==> config.mk <==
export PLATFORM = sky130hd
export DESIGN_NAME = srw_top
export DESIGN_NICKNAME = d
export VERILOG_FILES = /design/src/srw_pkg.sv /design/src/srw_tally.sv /design/src/srw_top.sv
export SDC_FILE = /design/constraint.sdc
export NUM_CORES = 1
export LEC_CHECK = 0
export BUFFER_PORTS_ARGS = -buffer_cell sky130_fd_sc_hd__buf_4
export CAP_MARGIN = 20
export CORE_AREA = 2 2 106 185
export CTS_CLUSTER_DIAMETER = 200
export DETAILED_ROUTE_END_ITERATION = 10
export DIE_AREA = 0 0 108 187
export PLACE_DENSITY = 0.85
export SYNTH_ARGS = -nofsm -noshare
export SYNTH_HDL_FRONTEND = slang
export SYNTH_HIERARCHICAL = 1
export SYNTH_SLANG_ARGS = --single-unit
==> constraint.sdc <==
create_clock -name I_CLOCK -period 12.7 [get_ports I_CLOCK]
set_clock_uncertainty 0.1 [all_clocks]
set_input_delay 1.905 -clock I_CLOCK [delete_from_list [all_inputs] [get_ports I_CLOCK]]
set_output_delay 1.905 -clock I_CLOCK [all_outputs]
set_load 0.02 [all_outputs]
==> src/srw_pkg.sv <==
// Constants, field layouts and carrier types for the region-one window tracker
package srw_pkg;

  // ==========================================================================
  // Register offsets
  localparam logic [7:0] SRW_OFS_MEM_CFG = 8'h14;
  localparam logic [7:0] SRW_OFS_BASE = 8'h24;
  localparam logic [7:0] SRW_OFS_WSPAN = 8'h28;
  localparam logic [7:0] SRW_OFS_RSPAN = 8'h2c;
  localparam logic [7:0] SRW_OFS_WR_OFF = 8'h30;
  localparam logic [7:0] SRW_OFS_IN_TALLY = 8'h34;
  localparam logic [7:0] SRW_OFS_RD_OFF = 8'h38;
  localparam logic [7:0] SRW_OFS_OUT_TALLY = 8'h3c;
  localparam logic [7:0] SRW_OFS_SYS_CFG = 8'h40;

  // ==========================================================================
  // Field positions
  localparam int SRW_BIT_REGION_EN = 1;
  localparam int SRW_BIT_WRITE_PROTECT = 7;
  localparam int SRW_SPAN_MSB = 14;
  localparam int SRW_SPAN_LSB = 2;

  // ==========================================================================
  // Values after reset
  localparam logic [29:0] SRW_RST_BASE = 30'h0;
  localparam logic [12:0] SRW_RST_SPAN = 13'h0;
  localparam logic SRW_RST_REGION_EN = 1'b0;
  localparam logic SRW_RST_WRITE_PROTECT = 1'b1;
  localparam logic [15:0] SRW_RST_OFFSET = 16'h0;
  localparam logic [14:0] SRW_RST_TALLY = 15'h0;

  // Tally index per direction
  localparam int SRW_DIR_IN = 0;
  localparam int SRW_DIR_OUT = 1;

  // ==========================================================================
  // Carrier types
  typedef struct packed {
    logic valid;
    logic write;
    logic [15:0] offset;
  } srw_req_t;

  typedef struct packed {
    logic [29:0] base;
    logic [12:0] wspan;
    logic [12:0] rspan;
    logic region_en;
    logic write_protect;
    logic [15:0] wr_off;
    logic [15:0] rd_off;
    logic active;
    logic dir_wr;
    logic [15:0] cur_off;
    logic deny;
    logic stop;
    logic byte_en;
    logic [31:0] addr;
    logic [31:0] rdata;
  } srw_state_t;

  typedef struct packed {
    logic [14:0] count;
  } srw_tally_state_t;

endpackage

==> src/srw_tally.sv <==
// Byte tally with clear, step and freeze for one transfer direction
`timescale 1ns/1ps
module srw_tally
  import srw_pkg::*;
(
  input wire logic i_clk,
  input wire logic i_arst_n,
  input wire logic i_clear,
  input wire logic i_step,
  input wire logic i_freeze,
  output logic [14:0] o_count
);

  srw_tally_state_t st_r;
  srw_tally_state_t st_nxt;

  // ==========================================================================
  // Next count: clear beats everything, so a new request never inherits bytes
  always_comb begin
    st_nxt = st_r;
    if (i_clear) begin
      st_nxt.count = SRW_RST_TALLY;
    end else if (i_step && !i_freeze) begin
      st_nxt.count = st_r.count + 15'h1;
    end
  end

  // State register
  always_ff @(posedge i_clk or negedge i_arst_n) begin
    if (!i_arst_n) begin
      st_r.count <= SRW_RST_TALLY;
    end else begin
      st_r <= st_nxt;
    end
  end

  assign o_count = st_r.count;
endmodule

==> src/srw_top.sv <==
// Region-one window registers and host transfer tracking
`timescale 1ns/1ps
module srw_top
  import srw_pkg::*;
(
  input wire logic I_CLOCK,
  input wire logic I_ARST_N,
  input wire logic I_REG_WR,
  input wire logic I_REG_RD,
  input wire logic [7:0] I_REG_ADDR,
  input wire logic [31:0] I_REG_WDATA,
  input wire srw_req_t I_REQ,
  input wire logic I_BYTE_STB,
  output logic [31:0] O_REG_RDATA,
  output logic O_ACTIVE,
  output logic O_DENY,
  output logic O_STOP_AT_LIMIT,
  output logic O_AHB_BYTE_EN,
  output logic [31:0] O_AHB_ADDR
);

  srw_state_t st_r;
  srw_state_t st_nxt;
  logic [1:0][14:0] tally;
  logic [14:0] tally_sel;
  logic [16:0] cursor;
  logic [16:0] span_bytes;
  logic hit;
  logic req_ok;
  logic [1:0] step;

  // ==========================================================================
  // Window position of the next byte and the end of the active span
  always_comb begin
    tally_sel = st_r.dir_wr ? tally[SRW_DIR_IN] : tally[SRW_DIR_OUT];
    cursor = {1'b0, st_r.cur_off} + {2'b00, tally_sel};
    span_bytes = st_r.dir_wr ? {2'b00, st_r.wspan, 2'b00}
                             : {2'b00, st_r.rspan, 2'b00};
    // No wrap: once the cursor reaches the span end nothing moves on
    hit = st_r.active && (cursor >= span_bytes);
  end

  // ==========================================================================
  // Admission of a new request
  always_comb begin
    if (!st_r.region_en) begin
      req_ok = 1'b0;
    end else if (I_REQ.write) begin
      // A locked or zero-span region refuses host writes
      req_ok = !st_r.write_protect && (st_r.wspan != 13'h0);
    end else begin
      req_ok = (st_r.rspan != 13'h0);
    end
  end

  // ==========================================================================
  // Byte steps go to the tally of the active direction only
  always_comb begin
    step[SRW_DIR_IN] = I_BYTE_STB && !I_REQ.valid && !hit &&
                       st_r.active && st_r.dir_wr;
    step[SRW_DIR_OUT] = I_BYTE_STB && !I_REQ.valid && !hit &&
                        st_r.active && !st_r.dir_wr;
  end

  genvar gi;
  generate
    for (gi = 0; gi < 2; gi++) begin : g_tally
      // Every new request clears both tallies, whatever its direction
      srw_tally u_tally (
        .i_clk(I_CLOCK),
        .i_arst_n(I_ARST_N),
        .i_clear(I_REQ.valid),
        .i_step(step[gi]),
        .i_freeze(hit),
        .o_count(tally[gi])
      );
    end
  endgenerate

  // ==========================================================================
  // Next state: registers, request capture, byte forwarding, read data
  always_comb begin
    st_nxt = st_r;
    st_nxt.byte_en = 1'b0;
    // Software writes; the offset and tally registers ignore writes
    if (I_REG_WR) begin
      case (I_REG_ADDR)
        SRW_OFS_MEM_CFG: begin
          st_nxt.region_en = I_REG_WDATA[SRW_BIT_REGION_EN];
        end
        SRW_OFS_BASE: begin
          st_nxt.base = I_REG_WDATA[31:2];
        end
        SRW_OFS_WSPAN: begin
          st_nxt.wspan = I_REG_WDATA[SRW_SPAN_MSB:SRW_SPAN_LSB];
        end
        SRW_OFS_RSPAN: begin
          st_nxt.rspan = I_REG_WDATA[SRW_SPAN_MSB:SRW_SPAN_LSB];
        end
        SRW_OFS_SYS_CFG: begin
          st_nxt.write_protect = I_REG_WDATA[SRW_BIT_WRITE_PROTECT];
        end
        default: begin
        end
      endcase
    end
    // A new request wins over a byte strobe in the same cycle
    if (I_REQ.valid) begin
      if (I_REQ.write) begin
        st_nxt.wr_off = I_REQ.offset;
      end else begin
        st_nxt.rd_off = I_REQ.offset;
      end
      st_nxt.active = req_ok;
      st_nxt.deny = !req_ok;
      st_nxt.dir_wr = I_REQ.write;
      st_nxt.cur_off = I_REQ.offset;
      st_nxt.stop = 1'b0;
    end else begin
      st_nxt.stop = hit;
      if (I_BYTE_STB && st_r.active && !hit) begin
        st_nxt.byte_en = 1'b1;
        st_nxt.addr = {st_r.base, 2'b00} + {15'h0, cursor};
      end
      // Bytes beyond the span are dropped; the host should not send them
    end
    // Read data; unmapped and reserved bits read as zero
    if (I_REG_RD) begin
      case (I_REG_ADDR)
        SRW_OFS_MEM_CFG: begin
          st_nxt.rdata = 32'h0;
          st_nxt.rdata[SRW_BIT_REGION_EN] = st_r.region_en;
        end
        SRW_OFS_BASE: begin
          st_nxt.rdata = {st_r.base, 2'b00};
        end
        SRW_OFS_WSPAN: begin
          st_nxt.rdata = {17'h0, st_r.wspan, 2'b00};
        end
        SRW_OFS_RSPAN: begin
          st_nxt.rdata = {17'h0, st_r.rspan, 2'b00};
        end
        SRW_OFS_WR_OFF: begin
          st_nxt.rdata = {16'h0, st_r.wr_off};
        end
        SRW_OFS_IN_TALLY: begin
          st_nxt.rdata = {17'h0, tally[SRW_DIR_IN]};
        end
        SRW_OFS_RD_OFF: begin
          st_nxt.rdata = {16'h0, st_r.rd_off};
        end
        SRW_OFS_OUT_TALLY: begin
          st_nxt.rdata = {17'h0, tally[SRW_DIR_OUT]};
        end
        SRW_OFS_SYS_CFG: begin
          st_nxt.rdata = 32'h0;
          st_nxt.rdata[SRW_BIT_WRITE_PROTECT] = st_r.write_protect;
        end
        default: begin
          st_nxt.rdata = 32'h0;
        end
      endcase
    end
  end

  // ==========================================================================
  // State register
  always_ff @(posedge I_CLOCK or negedge I_ARST_N) begin
    if (!I_ARST_N) begin
      st_r.base <= SRW_RST_BASE;
      st_r.wspan <= SRW_RST_SPAN;
      st_r.rspan <= SRW_RST_SPAN;
      st_r.region_en <= SRW_RST_REGION_EN;
      st_r.write_protect <= SRW_RST_WRITE_PROTECT;
      st_r.wr_off <= SRW_RST_OFFSET;
      st_r.rd_off <= SRW_RST_OFFSET;
      st_r.active <= 1'b0;
      st_r.dir_wr <= 1'b0;
      st_r.cur_off <= SRW_RST_OFFSET;
      st_r.deny <= 1'b0;
      st_r.stop <= 1'b0;
      st_r.byte_en <= 1'b0;
      st_r.addr <= 32'h0;
      st_r.rdata <= 32'h0;
    end else begin
      st_r <= st_nxt;
    end
  end

  // Outputs straight from the state register
  assign O_REG_RDATA = st_r.rdata;
  assign O_ACTIVE = st_r.active;
  assign O_DENY = st_r.deny;
  assign O_STOP_AT_LIMIT = st_r.stop;
  assign O_AHB_BYTE_EN = st_r.byte_en;
  assign O_AHB_ADDR = st_r.addr;
endmodule

=== Yosys cells after proc, flatten, opt, wreduce, memory -nomap -nowiden ===
Cells that the tools add are included.

* Word-level logic and storage cells: 73
* Output and inout port bits: 68
* Bits in registers: 205
* Input port bits: 63

* Bitwise gates (word level): 2
* Add/sub/neg operators: 4
* Equality and inequality tests: 9
* Reductions and logical operators: 28
* Magnitude comparators: 1
* Multiplexer cells: 12

{| class="wikitable"
|+ Operators by type and width
! cell !! number
|-
| one-hot mux 32 bit (9 select lines) || 1
|-
| 2-to-1 mux 15 bit || 6
|-
| 2-to-1 mux 33 bit || 2
|-
| == test 8 x 6 -> 1 bit (second input constant) || 7
|-
| adder 32 x 17 -> 32 bit || 1
|-
| adder 15 x 1 -> 15 bit (second input constant) || 2
|-
| nonzero test 13 bit || 2
|-
| adder 16 x 15 -> 17 bit || 1
|-
| greater-or-equal comparator 17 x 15 -> 1 bit || 1
|-
| AND reduction 2 bit || 8
|-
| logical AND 1 bit || 11
|-
| == test 8 x 5 -> 1 bit (second input constant) || 1
|-
| == test 8 x 7 -> 1 bit (second input constant) || 1
|-
| logical NOT 1 bit || 5
|-
| nonzero test 2 bit || 2
|-
| 2-to-1 mux 1 bit || 3
|-
| inverter 1 bit || 2
|}

=== Logic depth before layout (Yosys ltp) ===
Gate-level depths: netlist (run 1).

* Depth in word-level cells: 11
* Gate-level depth with buffers: 25
* Gate-level depth less buffers: 22

=== By module ===
The synthesis (run 1) kept the hierarchy.

{| class="wikitable"
|+ Modules (own cells, without submodules)
! module !! instances !! area an instance (µm²) !! cells each
|-
| srw_top || 1 || 10306.1 || 919
|-
| srw_tally || 2 || 747.0 || 78
|}

=== Worst setup path before layout (run 1) ===
No wires, ideal clock.

* Kind: register to register
* Start: register st_r[83] (netlist name)
* End: register g_tally[0].u_tally.st_r (netlist bit g_tally[0].u_tally/o_count[11])
* Slack: 6.517 ns
* Arrival time: 6.005 ns
* Cell stages (with the launch flop): 26
* Setup time: 0.077 ns
* Buffers on the path: 3
* Cell sequence: dfrtp_1 > clkbuf_1 > mux2_2 > ha_1 > fa_1 > a21o_1 > a21oi_2 > o21ai_1 > a21oi_2 > o21ai_0 > or4b_2 > nand3_1 > ha_1 > nand3_1 > nor2_1 > o21ai_0 > a21oi_1 > a211o_1 > nor4_4 > buf_6 > and2_1 > nand4b_1 > or2_1 > clkbuf_2 > or4_1 > a21oi_1

* Longest elaborated chain between the ends: 10
* Elaborated cells on any way between the ends: 11
* Classes of those cells: add/sub: 1; order compare: 1; mux: 2; reduce/logical: 7

{| class="wikitable"
|+ Ends and longest elaborated chain
! item !! line !! RTL
|-
| start: declaration || srw_top.sv:22 || <nowiki>srw_state_t st_r;</nowiki>
|-
| start signal: assignment || srw_top.sv:186 || <nowiki>st_r <= st_nxt;</nowiki>
|-
| 2-to-1 mux 15 bit || srw_top.sv:35 || <nowiki>tally_sel = st_r.dir_wr ? tally[SRW_DIR_IN] : tally[SRW_DIR_OUT];</nowiki>
|-
| adder 16 x 15 -> 17 bit || srw_top.sv:36 || <nowiki>cursor = {1'b0, st_r.cur_off} + {2'b00, tally_sel};</nowiki>
|-
| greater-or-equal comparator 17 x 15 -> 1 bit || srw_top.sv:40 || <nowiki>hit = st_r.active && (cursor >= span_bytes);</nowiki>
|-
| logical AND 1 bit || srw_top.sv:40 ||
|-
| logical NOT 1 bit || srw_top.sv:59 || <nowiki>step[SRW_DIR_IN] = I_BYTE_STB && !I_REQ.valid && !hit &&</nowiki>
|-
| logical AND 1 bit (2 in series) || srw_top.sv:59 ||
|-
| logical AND 1 bit * || srw_top.sv:60 || <nowiki>st_r.active && st_r.dir_wr;</nowiki>
|-
| net step[0] || srw_top.sv:30 || <nowiki>logic [1:0] step;</nowiki>
|-
| logical AND 1 bit * || srw_tally.sv:23 || <nowiki>end else if (i_step && !i_freeze) begin</nowiki>
|-
| nonzero test 2 bit (no source line) * || n/a ||
|-
| end signal: assignment || srw_tally.sv:33 || <nowiki>st_r <= st_nxt;</nowiki>
|-
| end: declaration || srw_tally.sv:14 || <nowiki>srw_tally_state_t st_r;</nowiki>
|}

The timed path passes the listed nets; every way through them passes the cells marked *.
A chain may end at the register's enable or synchronous reset.

=== Worst setup path in the final report (run 1) ===
Ends and elaborated chain as after synthesis.

==> flow_summary.toml, run 1 <==
[cells_and_area]
finalNetCount = 1236
areaGrowthSynthToFinish_pct = 11.2
drive_above_1_share = 0.296
stdcell_area_mm2 = 0.0131
antenna_cells = 0
n_fill_cell = 1379

[clock_network]
clk_pin_slew_ps = 60
cts_sinks = 205
clk_path_buf_depth = 3
ctsHtreeMaxLevel = 1
cts_hold_buffers = 0
clock_latency_ps = 500
cts-root-buf = "clkbuf_16"
numCtsBuffers = 20
cts_tree = "yes"
postCtsResizedCells = 0
cts_setup_buffers = 0

[floorplan]
core_area_mm2 = 0.0189
initial_utilization = 0.626
io_pins = 131
die_height_um = 187
chipWidth_um = 108
die-area_mm2 = 0.0202
placementRows = 67

[worst_hold_path]
holdPathEnd = "O_REG_RDATA[14]"
min-delay-start = "O_REG_RDATA[14]"
hp-class = "reg2reg"
worstHoldPathCells = 1

[sta]
tns_ps = 0
fmax_mhz = 151
final-setup-viol-count = 0
finalCritPeriodShare = 0.520
rsz0062_at_grt = "no"
maxSlewHeadroom = 0.269
tightest_slew_ps = 1090
hold_viol = 0
fin_crit_ps = 6610
slew_viol_final = 0

[worst_setup_path]
r2r_start = "st_r[83]"
cp_data_required_time_ps = 13020
reg2regPathDepth = 22
r2r_end = "g_tally[0].u_tally/o_count[11]"
cp_max_fo = 29
worstSetupPathType = "reg2reg"
start_kind = "flip-flop"
ff2ff_setup_slack_ps = 6090
endpoint_kind = "flip-flop"
crit_arrival_ps = 6930

[global_route]
overflow = 0
antenna_found_initial = 0
grt_pass1_vias = 9226
track_usage = 0.307
grt_pass1_wl_um = 48300
grt_max_degree = 77

[synth]
synth_edf_count = 0
synth_fp_nets = 1185
synth-seq-cells = 205
yosys_warnings = 6
post_synth.cell_area_avg_um2 = 11.0
synth_area_mm2 = 0.0118
ys_types = 67
synthArstFlopShare = 1.00
syn-instance-count = 1075
ys.flop_type = "dfrtp_1"
yosysSeqAreaShare = 0.435

[route]
drtIter0Drc = 541
antenna_left = 0
via_count = 8777
drt_wl_total_um = 30800
dr.pass1.iters = 5
wl_per_cell_um = 22.3
drcViolationCount = 0
avgViaCountPerCell = 6.37

[place]
post-dp-hpwl_um = 23200
globalplace.congestion = 0.944
port_buffers = 129
placed_cell_area_mm2 = 0.0124

[power_and_ir_drop]
p_leak_nw = 6.15
ir_drop_mv = 0.112
powerDensity_mw_per_mm2 = 117

[job]
drv_cap = 0

[outcome]
status = "completed"
## routing by layer
layer	vias up	wire length [µm]	track usage
met1	4339	10600	0.329
met2	387	16200	0.552
met4	0	2300	0.203
met5	-	0	0
met3	143	1670	0.0383
li1	3908	-	-
## layout by cell type (no fill, tap or decap), types with 27 or more instances in the layout
cell type / instances
xnor2_1: 35
nor2_1: 59
xor2_1: 27
dfrtp_1: 204
nand3_1: 34
o21ai_0: 42
inv_1: 29
a21oi_1: 48
buf_4: 135
mux2i_1: 31
ha_1: 45
mux2_2: 130
nand2_1: 53
## sequential cells by signal, indices dropped and copies added (netlist names)
name	flops
O_AHB_BYTE_EN	1
O_STOP_AT_LIMIT	1
g_tally.u_tally/o_count	30
O_AHB_ADDR	32
st_r	107
O_REG_RDATA	32
O_DENY	1
O_ACTIVE	1
## kinds of logic (layout without fill, tap and decap cells)
| family | after synthesis | count (layout) | share of synthesized area |
|---|---|---|---|
| AO/OA/AOI/OAI | 175 | 175 | 0.0968 |
| XOR/XNOR | 62 | 62 | 0.0460 |
| adder cells (fa/ha/maj) | 47 | 47 | 0.0511 |
| buffers and inverters | 136 | 198 | 0.0670 |
| flip-flops | 205 | 205 | 0.435 |
| multiplexers | 193 | 193 | 0.192 |
| AND/OR/NAND/NOR | 257 | 257 | 0.112 |
## power by group
group / internal [W] / switching [W]
registers: 0.000688 / 0.0000294
logic: 0.0000921 / 0.000113
clock network: 0.000355 / 0.000254
total: 0.00113 / 0.000396
## critical path: stages (launching register included)
cell      delay, ps
dfrtp_1         350
buf_4           420
mux2_2          430
fa_1            450
a21o_1          220
a21oi_2         210
o21ai_1         150
a21oi_2         270
o21ai_0         210
or4b_2          660
nand3_1         210
ha_1            290
nand3_1         130
nor2_1          100
o21ai_0          80
a21oi_1          70
a211o_1         340
nor4_4          310
and2_1          210
nand4b_1        240
or2_1           390
or4_1           530
a21oi_1         150
## Yosys cell counts, drive strengths merged (27+ instances only)
master	instances	area (µm²)
dfrtp	204	5100
mux2	157	1840
buf	85	597
nor2	59	221
nand2	54	205
a21oi	50	258
ha	45	563
o21ai	44	220
xnor2	35	307
nand3	34	170
mux2i	31	310
inv	29	109
xor2	27	236
## metrics by stage
| step | worst slack (ps) | instances | power (W) | hold WS (ps) | util |
|---|---|---|---|---|---|
| 6_report | 6090 | 1378 | 0.00153 | 380 | 0.695 |
| 5_1_grt | 5870 | 1378 | 0.00158 | 395 | 0.695 |
| 4_1_cts | 6200 | 1378 | 0.00153 | 383 | 0.695 |
| 3_5_place_dp | 6250 | 1345 | 0.000931 | 369 | 0.660 |
| 2_1_floorplan | 6520 | 1075 | 0.000851 | 352 | - |
| 3_3_place_gp | 6370 | 1345 | 0.000924 | 364 | 0.660 |
## worst max path at each step
stage	from	endpoint	slack (ps)	depth (start not counted)
after CTS	st_r[83]	g_tally[0].u_tally/o_count[11]	6200	22
after detailed placement	st_r[83]	g_tally[0].u_tally/o_count[11]	6250	22
after global routing	st_r[83]	g_tally[0].u_tally/o_count[13]	5870	22
after floorplan	st_r[83]	g_tally[0].u_tally/o_count[11]	6520	25
final	st_r[83]	g_tally[0].u_tally/o_count[11]	6090	22
after global placement	st_r[83]	g_tally[0].u_tally/o_count[13]	6370	22
## final cells by class
cell class / count / area [µm²] / area share
Multi-Input combinational cell: 734 / 5880 / 0.448
Sequential cell: 205 / 5130 / 0.391
Timing Repair Buffer: 136 / 1030 / 0.0783
Clock buffer: 28 / 612 / 0.0466
Tap cell: 241 / 302 / 0.0230
Inverter: 29 / 109 / 0.00830
Clock inverter: 5 / 55.1 / 0.00420
Note: power is estimated with default switching activity, not from simulation.
==> run 2, diff against run 1 <==
--- a/config.mk
+++ b/config.mk
@@ -7,11 +7,11 @@
 export LEC_CHECK = 0
 export BUFFER_PORTS_ARGS = -buffer_cell sky130_fd_sc_hd__buf_4
 export CAP_MARGIN = 20
-export CORE_AREA = 2 2 106 185
+export CORE_AREA = 2 2 115 201
 export CTS_CLUSTER_DIAMETER = 200
 export DETAILED_ROUTE_END_ITERATION = 10
-export DIE_AREA = 0 0 108 187
-export PLACE_DENSITY = 0.85
+export DIE_AREA = 0 0 117 203
+export PLACE_DENSITY = 0.76
 export SYNTH_ARGS = -nofsm -noshare
 export SYNTH_HDL_FRONTEND = slang
 export SYNTH_HIERARCHICAL = 1
==> constraint.sdc (replaced) <==
create_clock -name I_CLOCK -period 5.52 [get_ports I_CLOCK]
set_clock_uncertainty 0.1 [all_clocks]
set_input_delay 0.828 -clock I_CLOCK [delete_from_list [all_inputs] [get_ports I_CLOCK]]
set_output_delay 0.828 -clock I_CLOCK [all_outputs]
set_load 0.02 [all_outputs]
==> run 2 against run 1 <==
Net effect: register-to-register slack lost 6000 ps; combinational power grew 150%; clock power grew 130%; sequential power grew 130%; critical path type unchanged.
==> flow_summary.toml, run 2 (synthesized netlist as in run 1, its figures left out) <==
[place]
globalplace.congestion = 0.944
pre_cts_slack_ps = -154
dp.cells = 1449
post-dp-hpwl_um = 23500
port_buffers = 129

[job]
drv_cap = 0

[cells_and_area]
n_fill_cell = 1760
antenna_cells = 0
areaGrowthSynthToFinish_pct = 16.8
largest_reg_flops = 107
max_flop_register = "st_r"
final_cell_mix = "dfrtp_1, buf_4, mux2_2"
layout_commonest_cell = "dfrtp_1"
drive_above_1_share = 0.348
register_area_mm2 = 0.00513
finalNetCount = 1288
multiInputGateArea_mm2 = 0.00605
fin_cells = 1488

[worst_setup_path]
cp_max_fo = 7
cp_data_required_time_ps = 5850
ff2ff_setup_slack_ps = 80
critical-path-max-stage-delay_ps = 500
critPathSlowestCell = "or4_1"
crit_arrival_ps = 5770
critPathTopFamily = "compound AO/OA/AOI/OAI gates"
worstSetupPathType = "reg2reg"
start_kind = "flip-flop"
endpoint_kind = "flip-flop"
path_cells = "mux2_4, ha_1, a211oi_2, nor3_2, o31a_1, o211ai_2, nor2b_4, o21ai_2, xor2_2, ha_1, a21o_1, a21oi_1, o21ai_1, a211o_1, nor4_4, and2_4, nand4b_1, or2_4, or4_1, a21oi_1"
crit_buf_inv = 0

[clock_network]
cts_sinks = 205
cts-root-buf = "clkbuf_16"
clk_path_buf_depth = 3
clock_latency_ps = 520
cts_tree = "yes"
clk_pin_slew_ps = 60
ctsHtreeMaxLevel = 1
numCtsBuffers = 20

[route]
drtIter0Drc = 661
via_count = 8887
antenna_left = 0
wl_per_cell_um = 21.2
drcViolationCount = 0
avgViaCountPerCell = 5.97
dr.pass1.iters = 5
drt_wl_total_um = 31500

[global_route]
grt_pass1_vias = 8833
overflow = 0
track_usage = 0.265
grt_max_degree = 109
antenna_found_initial = 1
grt_pass1_wl_um = 47900

[floorplan]
placementRows = 72
chipWidth_um = 117
core_area_mm2 = 0.0221
die_height_um = 203
io_pins = 131
die-area_mm2 = 0.0238
initial_utilization = 0.535

[sta]
finalWorstSetupSlack_ps = 80.3
fin_crit_ps = 5440
hold_viol = 0
maxSlewHeadroom = 0.186
finalCritPeriodShare = 0.985
slew_viol_final = 0
final-setup-viol-count = 0
fmax_mhz = 184
tightest_slew_ps = 1210

[worst_hold_path]
hp-class = "in2async"

[power_and_ir_drop]
p_leak_nw = 6.46
ir_drop_mv = 0.199
powerDensity_mw_per_mm2 = 259

[outcome]
status = "completed"
-- run 2: cell count changes in the layout (fill, tap and decap cells not counted), moves of 3 or more --
| cell | previous run | this run |
|---|---|---|
| a21oi_1 | 48 | 43 |
| a21oi_2 | 2 | 6 |
| buf_4 | 135 | 185 |
| clkbuf_1 | 1 | 4 |
| ha_1 | 45 | 42 |
| ha_4 | 0 | 3 |
| o21ai_0 | 42 | 37 |
| o21ai_2 | 0 | 4 |
-- run 2: per-stage QoR --
step           area [µm²]   util  setup TNS [ps]  hold slack (ps)  total power [W]
4_1_cts             13600  0.617               0              365          0.00358
3_3_place_gp        12900  0.586            -118              363          0.00215
3_5_place_dp        12900  0.586            -663              368          0.00217
6_report            13800  0.624               0              305          0.00357
5_1_grt             13800  0.624            -104              404          0.00371
2_1_floorplan       11800      -               0              352          0.00196
-- run 2: power by group --
group / switching (W) / internal [W] / total (W)
clock: 0.000588 / 0.000822 / 0.00141
combinational: 0.000272 / 0.000234 / 0.000507
sequential: 0.0000732 / 0.00158 / 0.00166
-- run 2: per-layer routing --
metal	wire length [µm]	share of wire	GRT usage
met4	1980	0.063	0.153
met3	1410	0.045	0.0316
met1	11500	0.36	0.295
met2	16600	0.53	0.474
met5	0	0	0
-- run 2: final timing paths --
kind,start,endpoint,depth (start not counted)
min reg2reg,O_REG_RDATA[14],O_REG_RDATA[14],1
max,st_r[83],g_tally[0].u_tally/o_count[11],20
min in group I_CLOCK,O_REG_RDATA[14],O_REG_RDATA[14],1
min,I_ARST_N,st_r[82],1
max in group asynchronous,I_ARST_N,O_AHB_ADDR[3],2
max reg2reg,st_r[83],g_tally[0].u_tally/o_count[11],20
-- run 2: cell type report --
cell class                      count  area share
Multi-Input combinational cell    734       0.439
Tap cell                          296      0.0269
Timing Repair Buffer              188       0.104
Inverter                           29     0.00790
Clock buffer                       28      0.0414
Sequential cell                   205       0.373
Clock inverter                      8     0.00808
-- run 2: timing repair --
action                     CTS  global route
setup buffers                0             3
setup endpoints to repair   11            17
hold buffers                 0             0
resized for setup            2            31
pin swaps                    0            17
hold endpoints to repair     0             0
==> run 3, diff against run 2 <==
--- a/config.mk
+++ b/config.mk
@@ -7,12 +7,11 @@
 export LEC_CHECK = 0
 export BUFFER_PORTS_ARGS = -buffer_cell sky130_fd_sc_hd__buf_4
 export CAP_MARGIN = 20
-export CORE_AREA = 2 2 115 201
+export CORE_AREA = 2 2 114 199
 export CTS_CLUSTER_DIAMETER = 200
 export DETAILED_ROUTE_END_ITERATION = 10
-export DIE_AREA = 0 0 117 203
+export DIE_AREA = 0 0 116 201
 export PLACE_DENSITY = 0.76
 export SYNTH_ARGS = -nofsm -noshare
 export SYNTH_HDL_FRONTEND = slang
-export SYNTH_HIERARCHICAL = 1
 export SYNTH_SLANG_ARGS = --single-unit
==> constraint.sdc (replaced) <==
create_clock -name I_CLOCK -period 5.52 [get_ports I_CLOCK]
set_clock_uncertainty 0.1 [all_clocks]
set_input_delay 0 -clock I_CLOCK [delete_from_list [all_inputs] [get_ports I_CLOCK]]
set_output_delay 0 -clock I_CLOCK [all_outputs]
set_load 0.02 [all_outputs]
==> run 3 against run 2 <==
Net effect: fmax is 3.5% higher; via count rose by 2.4%; largest power group unchanged; register-to-register slack improved by 180 ps; power down 0.77%; critical path type unchanged; final area down 0.84%; worst setup slack improved by 180 ps; sequential power hardly changed; sequential cell count did not move; critical path depth fell by 2; synthesized area decreased by 2.0%.
==> flow_summary.toml, run 3 <==
[route]
drcViolationCount = 0
dr.pass1.iters = 6
avgViaCountPerCell = 5.91
wl_per_cell_um = 20.4
drt_wl_total_um = 31400
antenna_left = 0
via_count = 9099
drtIter0Drc = 583

[cells_and_area]
max_flop_register = "st_r"
drive_above_1_share = 0.257
final_cell_mix = "dfrtp_1, buf_4, mux2_2"
antenna_cells = 0
stdcell_area_mm2 = 0.0137
layout_commonest_cell = "dfrtp_1"
areaGrowthSynthToFinish_pct = 18.2
finalNetCount = 1340
largest_reg_flops = 107

[worst_setup_path]
ff2ff_setup_slack_ps = 260
cp_data_required_time_ps = 5850
cp_max_fo = 25
crit_arrival_ps = 5590
start_kind = "flip-flop"
endpoint_kind = "flip-flop"
worstSetupPathType = "reg2reg"

[synth]
synth_area_mm2 = 0.0116
syn-instance-count = 1117
synthArstFlopShare = 1.00
yosys_warnings = 0
ys.flop_type = "dfrtp_1"
yosysSeqAreaShare = 0.444
synth_most_common_cell = "dfrtp_1"
yosys.area.top_type = "dfrtp_1"
yosys-top-cells-count = "dfrtp_1, mux2_2, nand2_1"
synth-seq-cells = 205
synth_top_area_share = 0.442
post_synth.cell_area_avg_um2 = 10.3
synth_edf_count = 0
synth_fp_nets = 1227
synth.top_cells.by_area = "dfrtp_1, mux2_2, ha_1"
ys_types = 61

[floorplan]
placementRows = 72
die-area_mm2 = 0.0233
initial_utilization = 0.530
core_area_mm2 = 0.0218
io_pins = 131
die_height_um = 201
chipWidth_um = 116

[power_and_ir_drop]
p_total_w = 0.00354
p_leak_nw = 6.25
powerDensity_mw_per_mm2 = 259
ir_drop_mv = 0.278

[clock_network]
numCtsBuffers = 20
cts-root-buf = "clkbuf_16"
cts_setup_buffers = 0
clock_latency_ps = 520
cts_sinks = 205
cts_tree = "yes"
clk_pin_slew_ps = 70
ctsHtreeMaxLevel = 1
clk_path_buf_depth = 3

[place]
globalplace.congestion = 0.924
post-dp-hpwl_um = 22800
port_buffers = 129
pre_cts_slack_ps = 153
placed_cell_area_mm2 = 0.0124

[sta]
maxSlewHeadroom = 0.384
final-setup-viol-count = 0
finalCritPeriodShare = 0.952
fin_crit_ps = 5260
fmax_mhz = 190
tns_ps = 0
slew_viol_final = 0
tightest_slew_ps = 922
finalWorstSetupSlack_ps = 263
hold_viol = 0
holdWs_ps = 6.25
rsz0062_at_grt = "no"

[global_route]
grt_pass1_vias = 9436
overflow = 0
grt_pass1_wl_um = 48900
grt_max_degree = 87
antenna_found_initial = 0
track_usage = 0.271

[outcome]
status = "completed"

[job]
drv_cap = 0

[worst_hold_path]
hp-class = "in2async"
-- run 3: power by group --
part	leakage, nW	internal, W	switching (W)
Clock	0.346	0.000868	0.000590
Sequential	2.73	0.00158	0.0000683
Combinational	3.17	0.000210	0.000232
-- run 3: layout make-up --
cell class	instances	area, µm²
Multi-Input combinational cell	754	5610
Timing Repair Buffer	203	1680
Inverter	46	173
Sequential cell	205	5130
Clock buffer	28	571
Fill cell	1823	8140
Clock inverter	8	130
Tap cell	296	370
-- run 3: worst max-delay path, stage by stage, from the launching register on --
cell and delay, ps:
dfrtp_1 400, buf_12 190, mux2_2 380, fa_1 470, a21oi_2 220, o211ai_1 200, a31oi_2 320, o21bai_1 130
a21oi_1 220, xnor2_1 130, ha_1 350, nand2_1 90, or2_0 250, or4_1 550, a31oi_1 180, a211oi_1 80
buf_2 200, or4b_1 510, a31oi_1 180
-- run 3: what timing repair did --
item | CTS | global route
hold endpoints to repair | 249 | 0
resized for setup | 0 | 1
hold buffers | 56 | 0
setup endpoints to repair | 0 | 5
-- run 3: kinds of logic after synthesis --
| logic type | Yosys count | share of synthesized area |
|---|---|---|
| AO/OA/AOI/OAI | 226 | 0.124 |
| XOR/XNOR | 50 | 0.0385 |
| adder cells (fa/ha/maj) | 47 | 0.0522 |
| buffers and inverters | 158 | 0.0731 |
| flip-flops | 205 | 0.444 |
| multiplexers | 157 | 0.149 |
| AND/OR/NAND/NOR | 274 | 0.119 |
-- run 3: metrics by stage --
stage / instances / util
after floorplan: 1117 / -
after global placement: 1447 / 0.568
after detailed placement: 1447 / 0.568
after CTS: 1539 / 0.626
after global routing: 1540 / 0.627
final: 1540 / 0.627
-- run 3: final timing paths --
path,startpoint,cells past startpoint,end
worst min-delay path,I_ARST_N,2,O_REG_RDATA[0]
max in group asynchronous,I_ARST_N,3,O_AHB_ADDR[14]
worst max register to register,st_r[83],18,O_AHB_ADDR[29]
min in group I_CLOCK,I_REG_ADDR[5],4,O_REG_RDATA[1]
worst min register to register,O_AHB_ADDR[0],2,O_AHB_ADDR[0]
worst max-delay path,st_r[83],18,O_AHB_ADDR[29]
-- run 3: routing by layer --
metal	GRT usage	wire length, µm
met5	0	0
met4	0.179	2340
met3	0.0266	1480
met2	0.481	16400
met1	0.298	11200
